## config.mk

```make
export PLATFORM = sky130hd
export DESIGN_NAME = synth_config_registers
export DESIGN_NICKNAME = d
export VERILOG_FILES = /design/src/shared/synth_cfg_pkg.sv /design/src/rtl/synth_config_registers.sv
export SDC_FILE = /design/constraint.sdc
export NUM_CORES = 1
export LEC_CHECK = 0
export BUFFER_PORTS_ARGS = -buffer_cell sky130_fd_sc_hd__buf_2
export CAP_MARGIN = 10
export CORE_UTILIZATION = 45
export DETAILED_ROUTE_END_ITERATION = 7
export GPL_TIMING_DRIVEN = 0
export PLACE_DENSITY = 0.63
export SLEW_MARGIN = 20
export SYNTH_ARGS = -nofsm -noshare
export SYNTH_HDL_FRONTEND = slang
export SYNTH_SLANG_ARGS = --single-unit
export TNS_END_PERCENT = 10
```

## constraint.sdc

```tcl
create_clock -name clock -period 3.7 [get_ports clock]
set_input_delay 0.185 -clock clock [delete_from_list [all_inputs] [get_ports clock]]
set_output_delay 0.185 -clock clock [all_outputs]
set_load 0.005 [all_outputs]
```

## src/shared/synth_cfg_pkg.sv

```systemverilog
// Package with field layout, codes and reset values of the synthesizer configuration registers
package synth_cfg_pkg;

  localparam int WORD_BITS = 32;

  // Target select codes in the low three bits
  localparam logic [2:0] SEL_DIVIDER = 3'h0;
  localparam logic [2:0] SEL_PHASE = 3'h1;
  localparam logic [2:0] SEL_MODREF = 3'h2;
  localparam logic [2:0] SEL_FUNCTION = 3'h3;
  localparam logic [2:0] SEL_TIMER = 3'h4;

  // Divider word fields
  localparam int MUX_LSB = 27;
  localparam int INT_LSB = 15;
  localparam int NUM_LSB = 3;
  // Phase word field
  localparam int PHASE_LSB = 3;
  // Modulus / reference word fields
  localparam int NOISE_LSB = 29;
  localparam int SLIP_BIT = 28;
  localparam int PUMP_LSB = 24;
  localparam int PRESC_BIT = 22;
  localparam int HALVE_BIT = 21;
  localparam int DOUBLE_BIT = 20;
  localparam int RCNT_LSB = 15;
  localparam int MOD_LSB = 3;
  // Function word bits
  localparam int SD_RESTART_BIT = 14;
  localparam int LOCK_PREC_BIT = 7;
  localparam int SENSE_BIT = 6;
  localparam int PWRDN_BIT = 5;
  localparam int FLOAT_BIT = 4;
  localparam int CNT_RESET_BIT = 3;
  // Timer word fields
  localparam int TMODE_LSB = 19;
  localparam int TDIV_LSB = 7;

  // Noise mode codes
  localparam logic [1:0] NOISE_LOWEST = 2'h0;
  localparam logic [1:0] NOISE_LOWEST_SPUR = 2'h3;

  // Clock divider modes
  typedef enum logic [1:0] {
    TMODE_OFF = 2'b00,
    TMODE_FAST_LOCK = 2'b01,
    TMODE_RESYNC = 2'b10,
    TMODE_RSVD = 2'b11
  } timer_mode_t;

  // Settings held behind the divider write
  typedef struct packed {
    logic [11:0] modulus;
    logic [11:0] phase;
    logic [4:0] ref_count;
    logic doubler;
    logic halving;
    logic [3:0] pump_current;
  } buffered_t;

  // Reset values: all-zero words, so counters are not held until a function write sets bit 3 or bit 5
  localparam logic [31:0] RESET_WORD = 32'h0000_0000;
  localparam buffered_t BUF_RESET = '0;

endpackage

```

## src/rtl/synth_config_registers.sv

```systemverilog
// Serial-loaded configuration register set of a fractional-N synthesizer
`timescale 1ns/10ps
// What this block does
// Shift 32-bit words MSB first on serial clock; latch on load strobe rise.
// Code 000 loads the divider register: integer, numerator, test output select.
// Twelve-bit integer field gives whole part of feedback division.
// Host keeps numerator below the modulus.
// Test output select comes from divider word bits 30 to 27.
// Code 001 loads the phase register.
// Phase word below modulus; output phase step is full turn over modulus.
// Host sets phase word to 1 when resync and spur tuning unused.
// Code 010 loads the modulus/reference register.
// Noise versus spur mode comes from modulus register bits 30 and 29.
// Lowest-spur mode enables dither; lowest-noise mode disables it.
// Slip reduction enabled while its enable bit is one.
// Host avoids slip reduction with negative sense; uses minimum pump current.
// Pump current selection comes from modulus register bits 27 to 24.
// Host picks 8/9 prescaler above 3 GHz.
// Host keeps integer at least 23 (4/5) or 75 (8/9).
// Halving bit inserts divide-by-two after the reference counter.
// Bit 20 doubles the reference ahead of the reference counter.
// Doubler off: falling edge active; doubler on: both edges active.
// Five-bit reference counter divides by 1 to 32.
// Twelve-bit modulus is the fractional denominator.
// Code 011 loads the function register bits.
// Buffered settings take effect only at next divider write.
// Counters held in reset while function bit 3 is one.
// Timer mode 00 off, 01 fast lock, 10 resync; 12-bit timeout.
// Codes 101 to 111 are ignored, registers unchanged.
// Reference count code zero means divide by 32.

module synth_config_registers (
  input wire logic clock,
  input wire logic rst_n,
  input wire logic serial_clock,
  input wire logic serial_data,
  input wire logic load_strobe,
  output logic [11:0] integer_value,
  output logic [11:0] divider_numerator,
  output logic [3:0] test_output_select,
  output logic [11:0] fraction_denominator,
  output logic [11:0] phase_word,
  output logic [5:0] ref_divide_ratio,
  output logic ref_doubler_on,
  output logic ref_both_edges_active,
  output logic reference_halving_enable,
  output logic [3:0] pump_current,
  output logic [1:0] noise_mode,
  output logic dither_enable,
  output logic slip_reduction_enable,
  output logic prescaler_high,
  output logic sd_restart_disable,
  output logic sd_restart_pulse,
  output logic lock_window_precision,
  output logic detector_sense,
  output logic power_down,
  output logic pump_float,
  output logic counters_held,
  output logic fast_lock_mode,
  output logic phase_resync_mode,
  output logic [11:0] timeout_count
);

  // Pin synchronisers: first stage feeds only the second
  logic [2:0] sync1_q;
  logic [2:0] sync2_q;
  logic sclk_prev_q;
  logic strobe_prev_q;
  logic [31:0] shift_q;
  logic [31:0] divider_q;
  logic [31:0] phase_q;
  logic [31:0] modref_q;
  logic [31:0] function_q;
  logic [31:0] timer_q;
  synth_cfg_pkg::buffered_t active_q;
  logic restart_q;

  always_ff @(posedge clock or negedge rst_n) begin
    if (!rst_n) begin
      sync1_q <= 3'h0;
      sync2_q <= 3'h0;
    end else begin
      sync1_q <= {load_strobe, serial_data, serial_clock};
      sync2_q <= sync1_q;
    end
  end

  // Edge detection on the synchronised pins; 20 MHz limits serial rate to a few MHz
  wire sclk_rise = sync2_q[0] && !sclk_prev_q;
  wire strobe_rise = sync2_q[2] && !strobe_prev_q;
  wire [2:0] target = shift_q[2:0];
  wire wr_divider = strobe_rise && (target == synth_cfg_pkg::SEL_DIVIDER);
  wire wr_phase = strobe_rise && (target == synth_cfg_pkg::SEL_PHASE);
  wire wr_modref = strobe_rise && (target == synth_cfg_pkg::SEL_MODREF);
  wire wr_function = strobe_rise && (target == synth_cfg_pkg::SEL_FUNCTION);
  wire wr_timer = strobe_rise && (target == synth_cfg_pkg::SEL_TIMER);
  // Codes 101..111 match no decode above and so write nothing

  // Shift register, MSB first
  always_ff @(posedge clock or negedge rst_n) begin
    if (!rst_n) begin
      sclk_prev_q <= 1'b0;
      strobe_prev_q <= 1'b0;
      shift_q <= synth_cfg_pkg::RESET_WORD;
    end else begin
      sclk_prev_q <= sync2_q[0];
      strobe_prev_q <= sync2_q[2];
      if (sclk_rise) begin
        shift_q <= {shift_q[30:0], sync2_q[1]};
      end
    end
  end

  // Staging latches, one per target code
  always_ff @(posedge clock or negedge rst_n) begin
    if (!rst_n) begin
      divider_q <= synth_cfg_pkg::RESET_WORD;
      phase_q <= synth_cfg_pkg::RESET_WORD;
      modref_q <= synth_cfg_pkg::RESET_WORD;
      function_q <= synth_cfg_pkg::RESET_WORD;
      timer_q <= synth_cfg_pkg::RESET_WORD;
    end else begin
      if (wr_divider) divider_q <= shift_q;
      if (wr_phase) phase_q <= shift_q;
      if (wr_modref) modref_q <= shift_q;
      if (wr_function) function_q <= shift_q;
      if (wr_timer) timer_q <= shift_q;
    end
  end

  // Buffered settings move to the active copy only on a divider write
  synth_cfg_pkg::buffered_t staged;
  assign staged.modulus = modref_q[synth_cfg_pkg::MOD_LSB +: 12];
  assign staged.phase = phase_q[synth_cfg_pkg::PHASE_LSB +: 12];
  assign staged.ref_count = modref_q[synth_cfg_pkg::RCNT_LSB +: 5];
  assign staged.doubler = modref_q[synth_cfg_pkg::DOUBLE_BIT];
  assign staged.halving = modref_q[synth_cfg_pkg::HALVE_BIT];
  assign staged.pump_current = modref_q[synth_cfg_pkg::PUMP_LSB +: 4];

  // Modulator restarts on each divider write unless function bit 14 disables it
  wire restart_d = wr_divider && !function_q[synth_cfg_pkg::SD_RESTART_BIT];

  always_ff @(posedge clock or negedge rst_n) begin
    if (!rst_n) begin
      active_q <= synth_cfg_pkg::BUF_RESET;
      restart_q <= 1'b0;
    end else begin
      if (wr_divider) active_q <= staged;
      restart_q <= restart_d;
    end
  end

  // Field decode: ratio from active settings, noise and timer mode from staging latches
  wire [1:0] noise_d = modref_q[synth_cfg_pkg::NOISE_LSB +: 2];
  wire [5:0] ratio_d = (active_q.ref_count == 5'h00) ? 6'h20 : {1'b0, active_q.ref_count};
  wire [1:0] tmode_d = timer_q[synth_cfg_pkg::TMODE_LSB +: 2];

  // Output registers: every output comes from a flip-flop
  always_ff @(posedge clock or negedge rst_n) begin
    if (!rst_n) begin
      integer_value <= 12'h000;
      divider_numerator <= 12'h000;
      test_output_select <= 4'h0;
      fraction_denominator <= 12'h000;
      phase_word <= 12'h000;
      ref_divide_ratio <= 6'h20;
      ref_doubler_on <= 1'b0;
      ref_both_edges_active <= 1'b0;
      reference_halving_enable <= 1'b0;
      pump_current <= 4'h0;
      noise_mode <= 2'h0;
      dither_enable <= 1'b0;
      slip_reduction_enable <= 1'b0;
      prescaler_high <= 1'b0;
      sd_restart_disable <= 1'b0;
      sd_restart_pulse <= 1'b0;
      lock_window_precision <= 1'b0;
      detector_sense <= 1'b0;
      power_down <= 1'b0;
      pump_float <= 1'b0;
      counters_held <= 1'b0;
      fast_lock_mode <= 1'b0;
      phase_resync_mode <= 1'b0;
      timeout_count <= 12'h000;
    end else begin
      integer_value <= divider_q[synth_cfg_pkg::INT_LSB +: 12];
      divider_numerator <= divider_q[synth_cfg_pkg::NUM_LSB +: 12];
      test_output_select <= divider_q[synth_cfg_pkg::MUX_LSB +: 4];
      fraction_denominator <= active_q.modulus;
      phase_word <= active_q.phase;
      ref_divide_ratio <= ratio_d;
      ref_doubler_on <= active_q.doubler;
      ref_both_edges_active <= active_q.doubler;
      reference_halving_enable <= active_q.halving;
      pump_current <= active_q.pump_current;
      noise_mode <= noise_d;
      dither_enable <= (noise_d == synth_cfg_pkg::NOISE_LOWEST_SPUR);
      slip_reduction_enable <= modref_q[synth_cfg_pkg::SLIP_BIT];
      prescaler_high <= modref_q[synth_cfg_pkg::PRESC_BIT];
      sd_restart_disable <= function_q[synth_cfg_pkg::SD_RESTART_BIT];
      sd_restart_pulse <= restart_q;
      lock_window_precision <= function_q[synth_cfg_pkg::LOCK_PREC_BIT];
      detector_sense <= function_q[synth_cfg_pkg::SENSE_BIT];
      power_down <= function_q[synth_cfg_pkg::PWRDN_BIT];
      // Power-down also floats the pump and holds the counters
      pump_float <= function_q[synth_cfg_pkg::FLOAT_BIT] || function_q[synth_cfg_pkg::PWRDN_BIT];
      counters_held <= function_q[synth_cfg_pkg::CNT_RESET_BIT] || function_q[synth_cfg_pkg::PWRDN_BIT];
      fast_lock_mode <= (tmode_d == synth_cfg_pkg::TMODE_FAST_LOCK);
      phase_resync_mode <= (tmode_d == synth_cfg_pkg::TMODE_RESYNC);
      timeout_count <= timer_q[synth_cfg_pkg::TDIV_LSB +: 12];
    end
  end

  // Checks
  property p_shift_msb_first;
    @(posedge clock) disable iff (!rst_n)
      sclk_rise |=> shift_q[0] == $past(sync2_q[1]) && shift_q[31:1] == $past(shift_q[30:0]);
  endproperty
  a_shift_msb_first: assert property (p_shift_msb_first) else $error("shift order wrong");

  property p_divider_int;
    @(posedge clock) disable iff (!rst_n)
      wr_divider |-> ##2 integer_value == $past(shift_q[26:15], 2);
  endproperty
  a_divider_int: assert property (p_divider_int) else $error("integer not loaded");

  property p_mux_sel;
    @(posedge clock) disable iff (!rst_n)
      wr_divider |-> ##2 test_output_select == $past(shift_q[30:27], 2);
  endproperty
  a_mux_sel: assert property (p_mux_sel) else $error("test select not loaded");

  property p_phase_buffered;
    @(posedge clock) disable iff (!rst_n)
      !wr_divider |=> active_q.phase == $past(active_q.phase);
  endproperty
  a_phase_buffered: assert property (p_phase_buffered) else $error("buffered value moved early");

  property p_modulus_applied;
    @(posedge clock) disable iff (!rst_n)
      wr_divider |-> ##2 fraction_denominator == $past(modref_q[14:3], 2);
  endproperty
  a_modulus_applied: assert property (p_modulus_applied) else $error("modulus not applied");

  property p_dither;
    @(posedge clock) disable iff (!rst_n)
      ##1 dither_enable == ($past(modref_q[30:29]) == 2'h3);
  endproperty
  a_dither: assert property (p_dither) else $error("dither mode wrong");

  property p_counter_hold;
    @(posedge clock) disable iff (!rst_n)
      function_q[3] |=> counters_held;
  endproperty
  a_counter_hold: assert property (p_counter_hold) else $error("counters not held");

  property p_ratio_32;
    @(posedge clock) disable iff (!rst_n)
      active_q.ref_count == 5'h00 |=> ref_divide_ratio == 6'h20;
  endproperty
  a_ratio_32: assert property (p_ratio_32) else $error("zero code not 32");

  property p_bad_code;
    @(posedge clock) disable iff (!rst_n)
      strobe_rise && target > 3'h4 |=> $stable(divider_q) && $stable(timer_q) && $stable(modref_q)
        && $stable(phase_q) && $stable(function_q);
  endproperty
  a_bad_code: assert property (p_bad_code) else $error("reserved code wrote");

  // Routing checks compare each output with the latch it came from, except ref_both_edges_active, which is checked against its own expression
  property p_restart_pulse;
    @(posedge clock) disable iff (!rst_n)
      wr_divider |-> ##2 sd_restart_pulse == !$past(function_q[14], 2);
  endproperty
  a_restart_pulse: assert property (p_restart_pulse) else $error("restart pulse wrong");

  property p_pulse_single;
    @(posedge clock) disable iff (!rst_n)
      sd_restart_pulse |=> !sd_restart_pulse;
  endproperty
  a_pulse_single: assert property (p_pulse_single) else $error("restart pulse too long");

  property p_timer_mode;
    @(posedge clock) disable iff (!rst_n)
      ##1 ((fast_lock_mode == ($past(timer_q[20:19]) == 2'b01))
        && (phase_resync_mode == ($past(timer_q[20:19]) == 2'b10)));
  endproperty
  a_timer_mode: assert property (p_timer_mode) else $error("timer mode wrong");

  property p_timeout;
    @(posedge clock) disable iff (!rst_n)
      ##1 timeout_count == $past(timer_q[18:7]);
  endproperty
  a_timeout: assert property (p_timeout) else $error("timeout count wrong");

  property p_slip_presc;
    @(posedge clock) disable iff (!rst_n)
      ##1 ((slip_reduction_enable == $past(modref_q[28])) && (prescaler_high == $past(modref_q[22])));
  endproperty
  a_slip_presc: assert property (p_slip_presc) else $error("slip or prescaler wrong");

  property p_pump_applied;
    @(posedge clock) disable iff (!rst_n)
      wr_divider |-> ##2 pump_current == $past(modref_q[27:24], 2);
  endproperty
  a_pump_applied: assert property (p_pump_applied) else $error("pump current not applied");

  property p_halving;
    @(posedge clock) disable iff (!rst_n)
      wr_divider |-> ##2 reference_halving_enable == $past(modref_q[21], 2);
  endproperty
  a_halving: assert property (p_halving) else $error("halving not applied");

  property p_doubler;
    @(posedge clock) disable iff (!rst_n)
      wr_divider |-> ##2 ref_doubler_on == $past(modref_q[20], 2);
  endproperty
  a_doubler: assert property (p_doubler) else $error("doubler not applied");

  property p_both_edges;
    @(posedge clock) disable iff (!rst_n)
      ##1 ref_both_edges_active == $past(active_q.doubler);
  endproperty
  a_both_edges: assert property (p_both_edges) else $error("active edge choice wrong");

  property p_buffered_all;
    @(posedge clock) disable iff (!rst_n)
      !wr_divider |=> $stable(active_q);
  endproperty
  a_buffered_all: assert property (p_buffered_all) else $error("buffered set moved early");

  property p_ratio_range;
    @(posedge clock) disable iff (!rst_n)
      (ref_divide_ratio != 6'h00) && (ref_divide_ratio <= 6'h20);
  endproperty
  a_ratio_range: assert property (p_ratio_range) else $error("ratio out of range");

  // Power-down also holds the counters, so release is only checked with both bits clear
  property p_counter_release;
    @(posedge clock) disable iff (!rst_n)
      !function_q[3] && !function_q[5] |=> !counters_held;
  endproperty
  a_counter_release: assert property (p_counter_release) else $error("counters not released");

  c_divider_write: cover property (@(posedge clock) disable iff (!rst_n) wr_divider);
  c_modref_then_div: cover property (@(posedge clock) disable iff (!rst_n) wr_modref ##[1:200] wr_divider);
  c_fast_lock: cover property (@(posedge clock) disable iff (!rst_n) fast_lock_mode);
  c_reserved_code: cover property (@(posedge clock) disable iff (!rst_n) strobe_rise && target > 3'h4);
  c_restart_skipped: cover property (@(posedge clock) disable iff (!rst_n) wr_divider && function_q[14]);

endmodule // synth_config_registers

```

Word-level counts from Yosys, hierarchy flattened
Index checks and enable logic that the tools add are counted.
W data, S select, Z words.
- register bits after elaboration: 278
- bits in latches: 0
- bits in writable memories: 0
- ROM bits: 0
- output and inout port bits: 91
- memories: 0
- add/subtract/negate cells: 0
- multipliers: 0
- div/mod/pow operators: 0
- magnitude comparators: 0
- equality and inequality tests: 7
- shift-type cells: 0
- mux-type cells: 1
- bitwise operators: 0
- reduce and logical (&&, ||, !) cells: 15
- operator list (kind ; number):
    $logic_and A1 B1 Y1 ; 8
    $eq A3 B2 Y1 const B ; 2
    $mux W6 ; 1
    $logic_not A5 Y1 ; 1
    $eq A2 B2 Y1 const B ; 2
    $eq A3 B1 Y1 const B ; 1
    $eq A3 B3 Y1 const B ; 1
    $logic_not A1 Y1 ; 3
    $logic_not A3 Y1 ; 1
    $eq A2 B1 Y1 const B ; 1
    $logic_or A1 B1 Y1 ; 2

Depth between registers and ports, before layout
- depth in word-level cells: 4
- mapped depth: 5
- depth with buffers taken out: 3

Worst setup path after synthesis
No wires, ideal clock.
- kind: register to register
- start: reg shift_q[2]
- end: reg phase_q[10]
- arrival time: 1.355 ns
- required time: 3.575 ns
- setup slack: 2.221 ns
- cell stages (with the launch flop): 5
- path buffers: 1
- path through: dfrtp_1 nor3b_4 and3b_1 buf_4 mux2_2
- longest elaborated chain between the ends: 2
- RTL lines (what ; RTL line ; text):
    from (decl) ; synth_config_registers.sv:69 ; logic [31:0] shift_q;
    from (signal assigned) ; synth_config_registers.sv:104 ; shift_q <= synth_cfg_pkg::RESET_WORD;
    from (signal assigned) ; synth_config_registers.sv:109 ; shift_q <= {shift_q[30:0], sync2_q[1]};
    $eq A3 B1 Y1 ; synth_config_registers.sv:93 ; wire wr_phase = strobe_rise && (target == synth_cfg_pkg::SEL_PHASE);
    $logic_and A1 B1 Y1 ; synth_config_registers.sv:93 ;
    to (signal assigned) ; synth_config_registers.sv:118 ; phase_q <= synth_cfg_pkg::RESET_WORD;
    to (signal assigned) ; synth_config_registers.sv:124 ; if (wr_phase) phase_q <= shift_q;
    to (decl) ; synth_config_registers.sv:71 ; logic [31:0] phase_q;
No other way between the ends.
A chain may end at the register's enable or synchronous reset.

Final worst setup path
- start: reg shift_q[1]
- end: reg timer_q[18]
- longest elaborated chain between the ends: 2
- RTL lines (what ; RTL line ; text):
    $eq A3 B3 Y1 ; synth_config_registers.sv:96 ; wire wr_timer = strobe_rise && (target == synth_cfg_pkg::SEL_TIMER);
    $logic_and A1 B1 Y1 ; synth_config_registers.sv:96 ;
    to (signal assigned) ; synth_config_registers.sv:121 ; timer_q <= synth_cfg_pkg::RESET_WORD;
    to (signal assigned) ; synth_config_registers.sv:127 ; if (wr_timer) timer_q <= shift_q;
    to (decl) ; synth_config_registers.sv:74 ; logic [31:0] timer_q;
No other way between the ends.

==> reports/metrics.cfg <==
[outcome]
status=finished clean

[worst_hold_path]
hold_class=input port to async pin

[pwr]
powerDensity_nw_per_um2=671
p_leak_nw=5.34
vdd_drop_max_v=0.000377

[floorplan]
dieArea_um2=19000
core_area_um2=18000
die_h_um=138
start_util=0.461
num_rows=49
die_width_um=138
io_pins=96

[global_routing]
grt_pass1_vias=4267
grt_max_degree=110
grt_overflow=0
track_usage=0.152
grt_first_pass_wirelength_um=22200
grt_antenna_before_repair=0

[clock_tree]
clock_sinks=252
cts_buffer_depth=3
htree_num_levels=1
cts_resized=0
cts_made_buffers=25
clock_latency_ns=0.50
cts_tree=yes
path_clk_slew_ns=0.06
root_buffer=clkbuf_16

[setup_path]
cp_cell_sequence=nor2_1 -> nand4b_1 -> buf_4 -> mux2_2
max_stage_delay_ns=0.42
crit_arrival_ns=2.13
path_delay_family=simple AND/OR/NAND/NOR gates
crit_type=flip-flop to flip-flop
slowest_stage=dfrtp_1
cp.required_ns=4.09
path_max_fanout=10
crit_path_end_kind=flip-flop
cp_num_buf_inv=1
crit_path_start_kind=flip-flop
r2r_slack_ns=1.96

[synth]
yosysTopAreaCellShare=0.756
yosys_warnings=0
synthCells=441
synth_top_cells_by_area=dfrtp_1 (76%), mux2_2 (21%), buf_6 (1.1%), dfstp_2 (0.32%), buf_4 (0.27%)
postSynthAreaPerCell_um2=18.8
netlist_area_um2=8310
ys_types=20
seq_area_frac_synth=0.759
ys_ff_latch=252
syn_nets=446
yosysTopAreaCell=dfrtp_1

[layout]
diodes=0
fin_util=0.554
register_area_um2=6310
drive_gt1_frac=0.528
area_growth_pct=20.2
fin_nets=574
n_fill_cell=1467
multiInputGateArea_um2=1840
layout.cells.non_filler=814

[drt]
drt-total-wl_um=13500
wire_per_inst_um=16.6
drc=0
vias=3984
viasPerCell=4.89
ant_nets=0
first_pass_iters=3
drtIter0Drc=155

[sta]
whs_ns=0.166
worst_slack_ns=1.96
skew_ns=0.0126
drv_slew=0
worst_slew_pin_slew_ns=0.529
finalCritPeriodShare=0.471
period_needed_ns=1.74
setup-tns-final_ns=0
rsz0062_at_grt=false
max_slew_margin=0.647
hold_viol_final=0
timing.fmax_ghz=0.573
setup_violations=0

[place]
place_congestion=0.688
dp_hpwl_um=8670
pre_cts_ws_ns=1.91
io_buffers=95
dp_cells=767

[job]
maxCapViolations=0

-- metrics by stage --
stage	total power [mW]	area [um2]
2_1_floorplan	3.92	8310
4_1_cts	6.79	9980
3_3_place_gp	4.26	9070
3_5_place_dp	4.33	9130
6_report	6.70	9980
5_1_grt	7.04	9980
-- synth_stat cells --
library cell,count
clkbuf_8,1
or4_1,1
mux2_2,152
nor2b_1,3
buf_4,3
clkbuf_1,5
nand4b_1,1
buf_2,3
buf_6,8
nand2_2,1
nand3_1,1
and2_1,1
nor3b_4,1
and3b_1,1
mux2_4,1
or2_2,2
dfrtp_1,251
nand3b_1,1
dfstp_2,1
nor2_1,3
-- report_power, final --
group	switching, mW	internal (mW)
Clock	0.969	1.47
Combinational	0.265	0.425
Sequential	0.308	3.26
Total	1.54	5.15
-- logic make-up (layout without fill, tap and decap cells) --
group | count (synthesis) | after routing | synth area share
muxes | 153 | 153 | 0.208
and+or+nand+nor | 16 | 16 | 0.0134
buffers and inverters | 20 | 164 | 0.0193
DFF | 252 | 252 | 0.759
-- worst paths after layout --
kind / from / cells past startpoint / endpoint
hold / removal: rst_n / 2 / divider_q[24]
setup reg to reg: shift_q[1] / 4 / timer_q[18]
setup / recovery: shift_q[1] / 4 / timer_q[18]
min in group clock: serial_data / 2 / sync1_q[1]
max in group asynchronous: rst_n / 3 / phase_q[12]
hold reg to reg: sync1_q[0] / 0 / sync2_q[0]
-- area by class of cell --
type	count	area share
flip-flops and latches	252	0.632
multi-input cells	169	0.184
clock buffers	34	0.0711
repair buffers	101	0.0582
well taps	229	0.0287
plain buffers	20	0.0160
clock inverters	9	0.00978
-- repair_timing --
item,CTS,global route
hold buffers,4,0
setup buffers,0,0
endpoints found under the hold margin,49,0
-- registers in the layout, summed over array words and instances (netlist names), 2 cells and up --
signal                count
fraction_denominator     12
divider_numerator        12
divider_q                28
pump_current              4
integer_value            12
modref_q                 27
sync2_q                   3
phase_q                  12
shift_q                  31
test_output_select        4
noise_mode                2
timeout_count            12
active_q                 35
timer_q                  14
sync1_q                   3
function_q                6
phase_word               12
ref_divide_ratio          6
-- cell usage in the layout, fill, tap and decap left out, drive strengths merged --
cell	n
and3b	1
nand4b	1
buf	111
nor2	3
bufinv	2
and2	1
nor3b	1
dfrtp	251
nand3	1
or4	1
nand2	1
nor2b	3
mux2	153
nand3b	1
or2	2
clkinvlp	1
dfstp	1
clkinv	6
dlygate4sd3	4
clkbuf	40
-- layer usage --
| layer | global-route usage | part of all wire | vias to the layer above |
|---|---|---|---|
| li1 | - | - | 1775 |
| met3 | 0.0362 | 0.050 | 25 |
| met5 | 0 | 0 | - |
| met4 | 0.0495 | 0.021 | 0 |
| met1 | 0.200 | 0.43 | 2108 |
| met2 | 0.248 | 0.50 | 76 |
(Power assumes the default switching activity.)
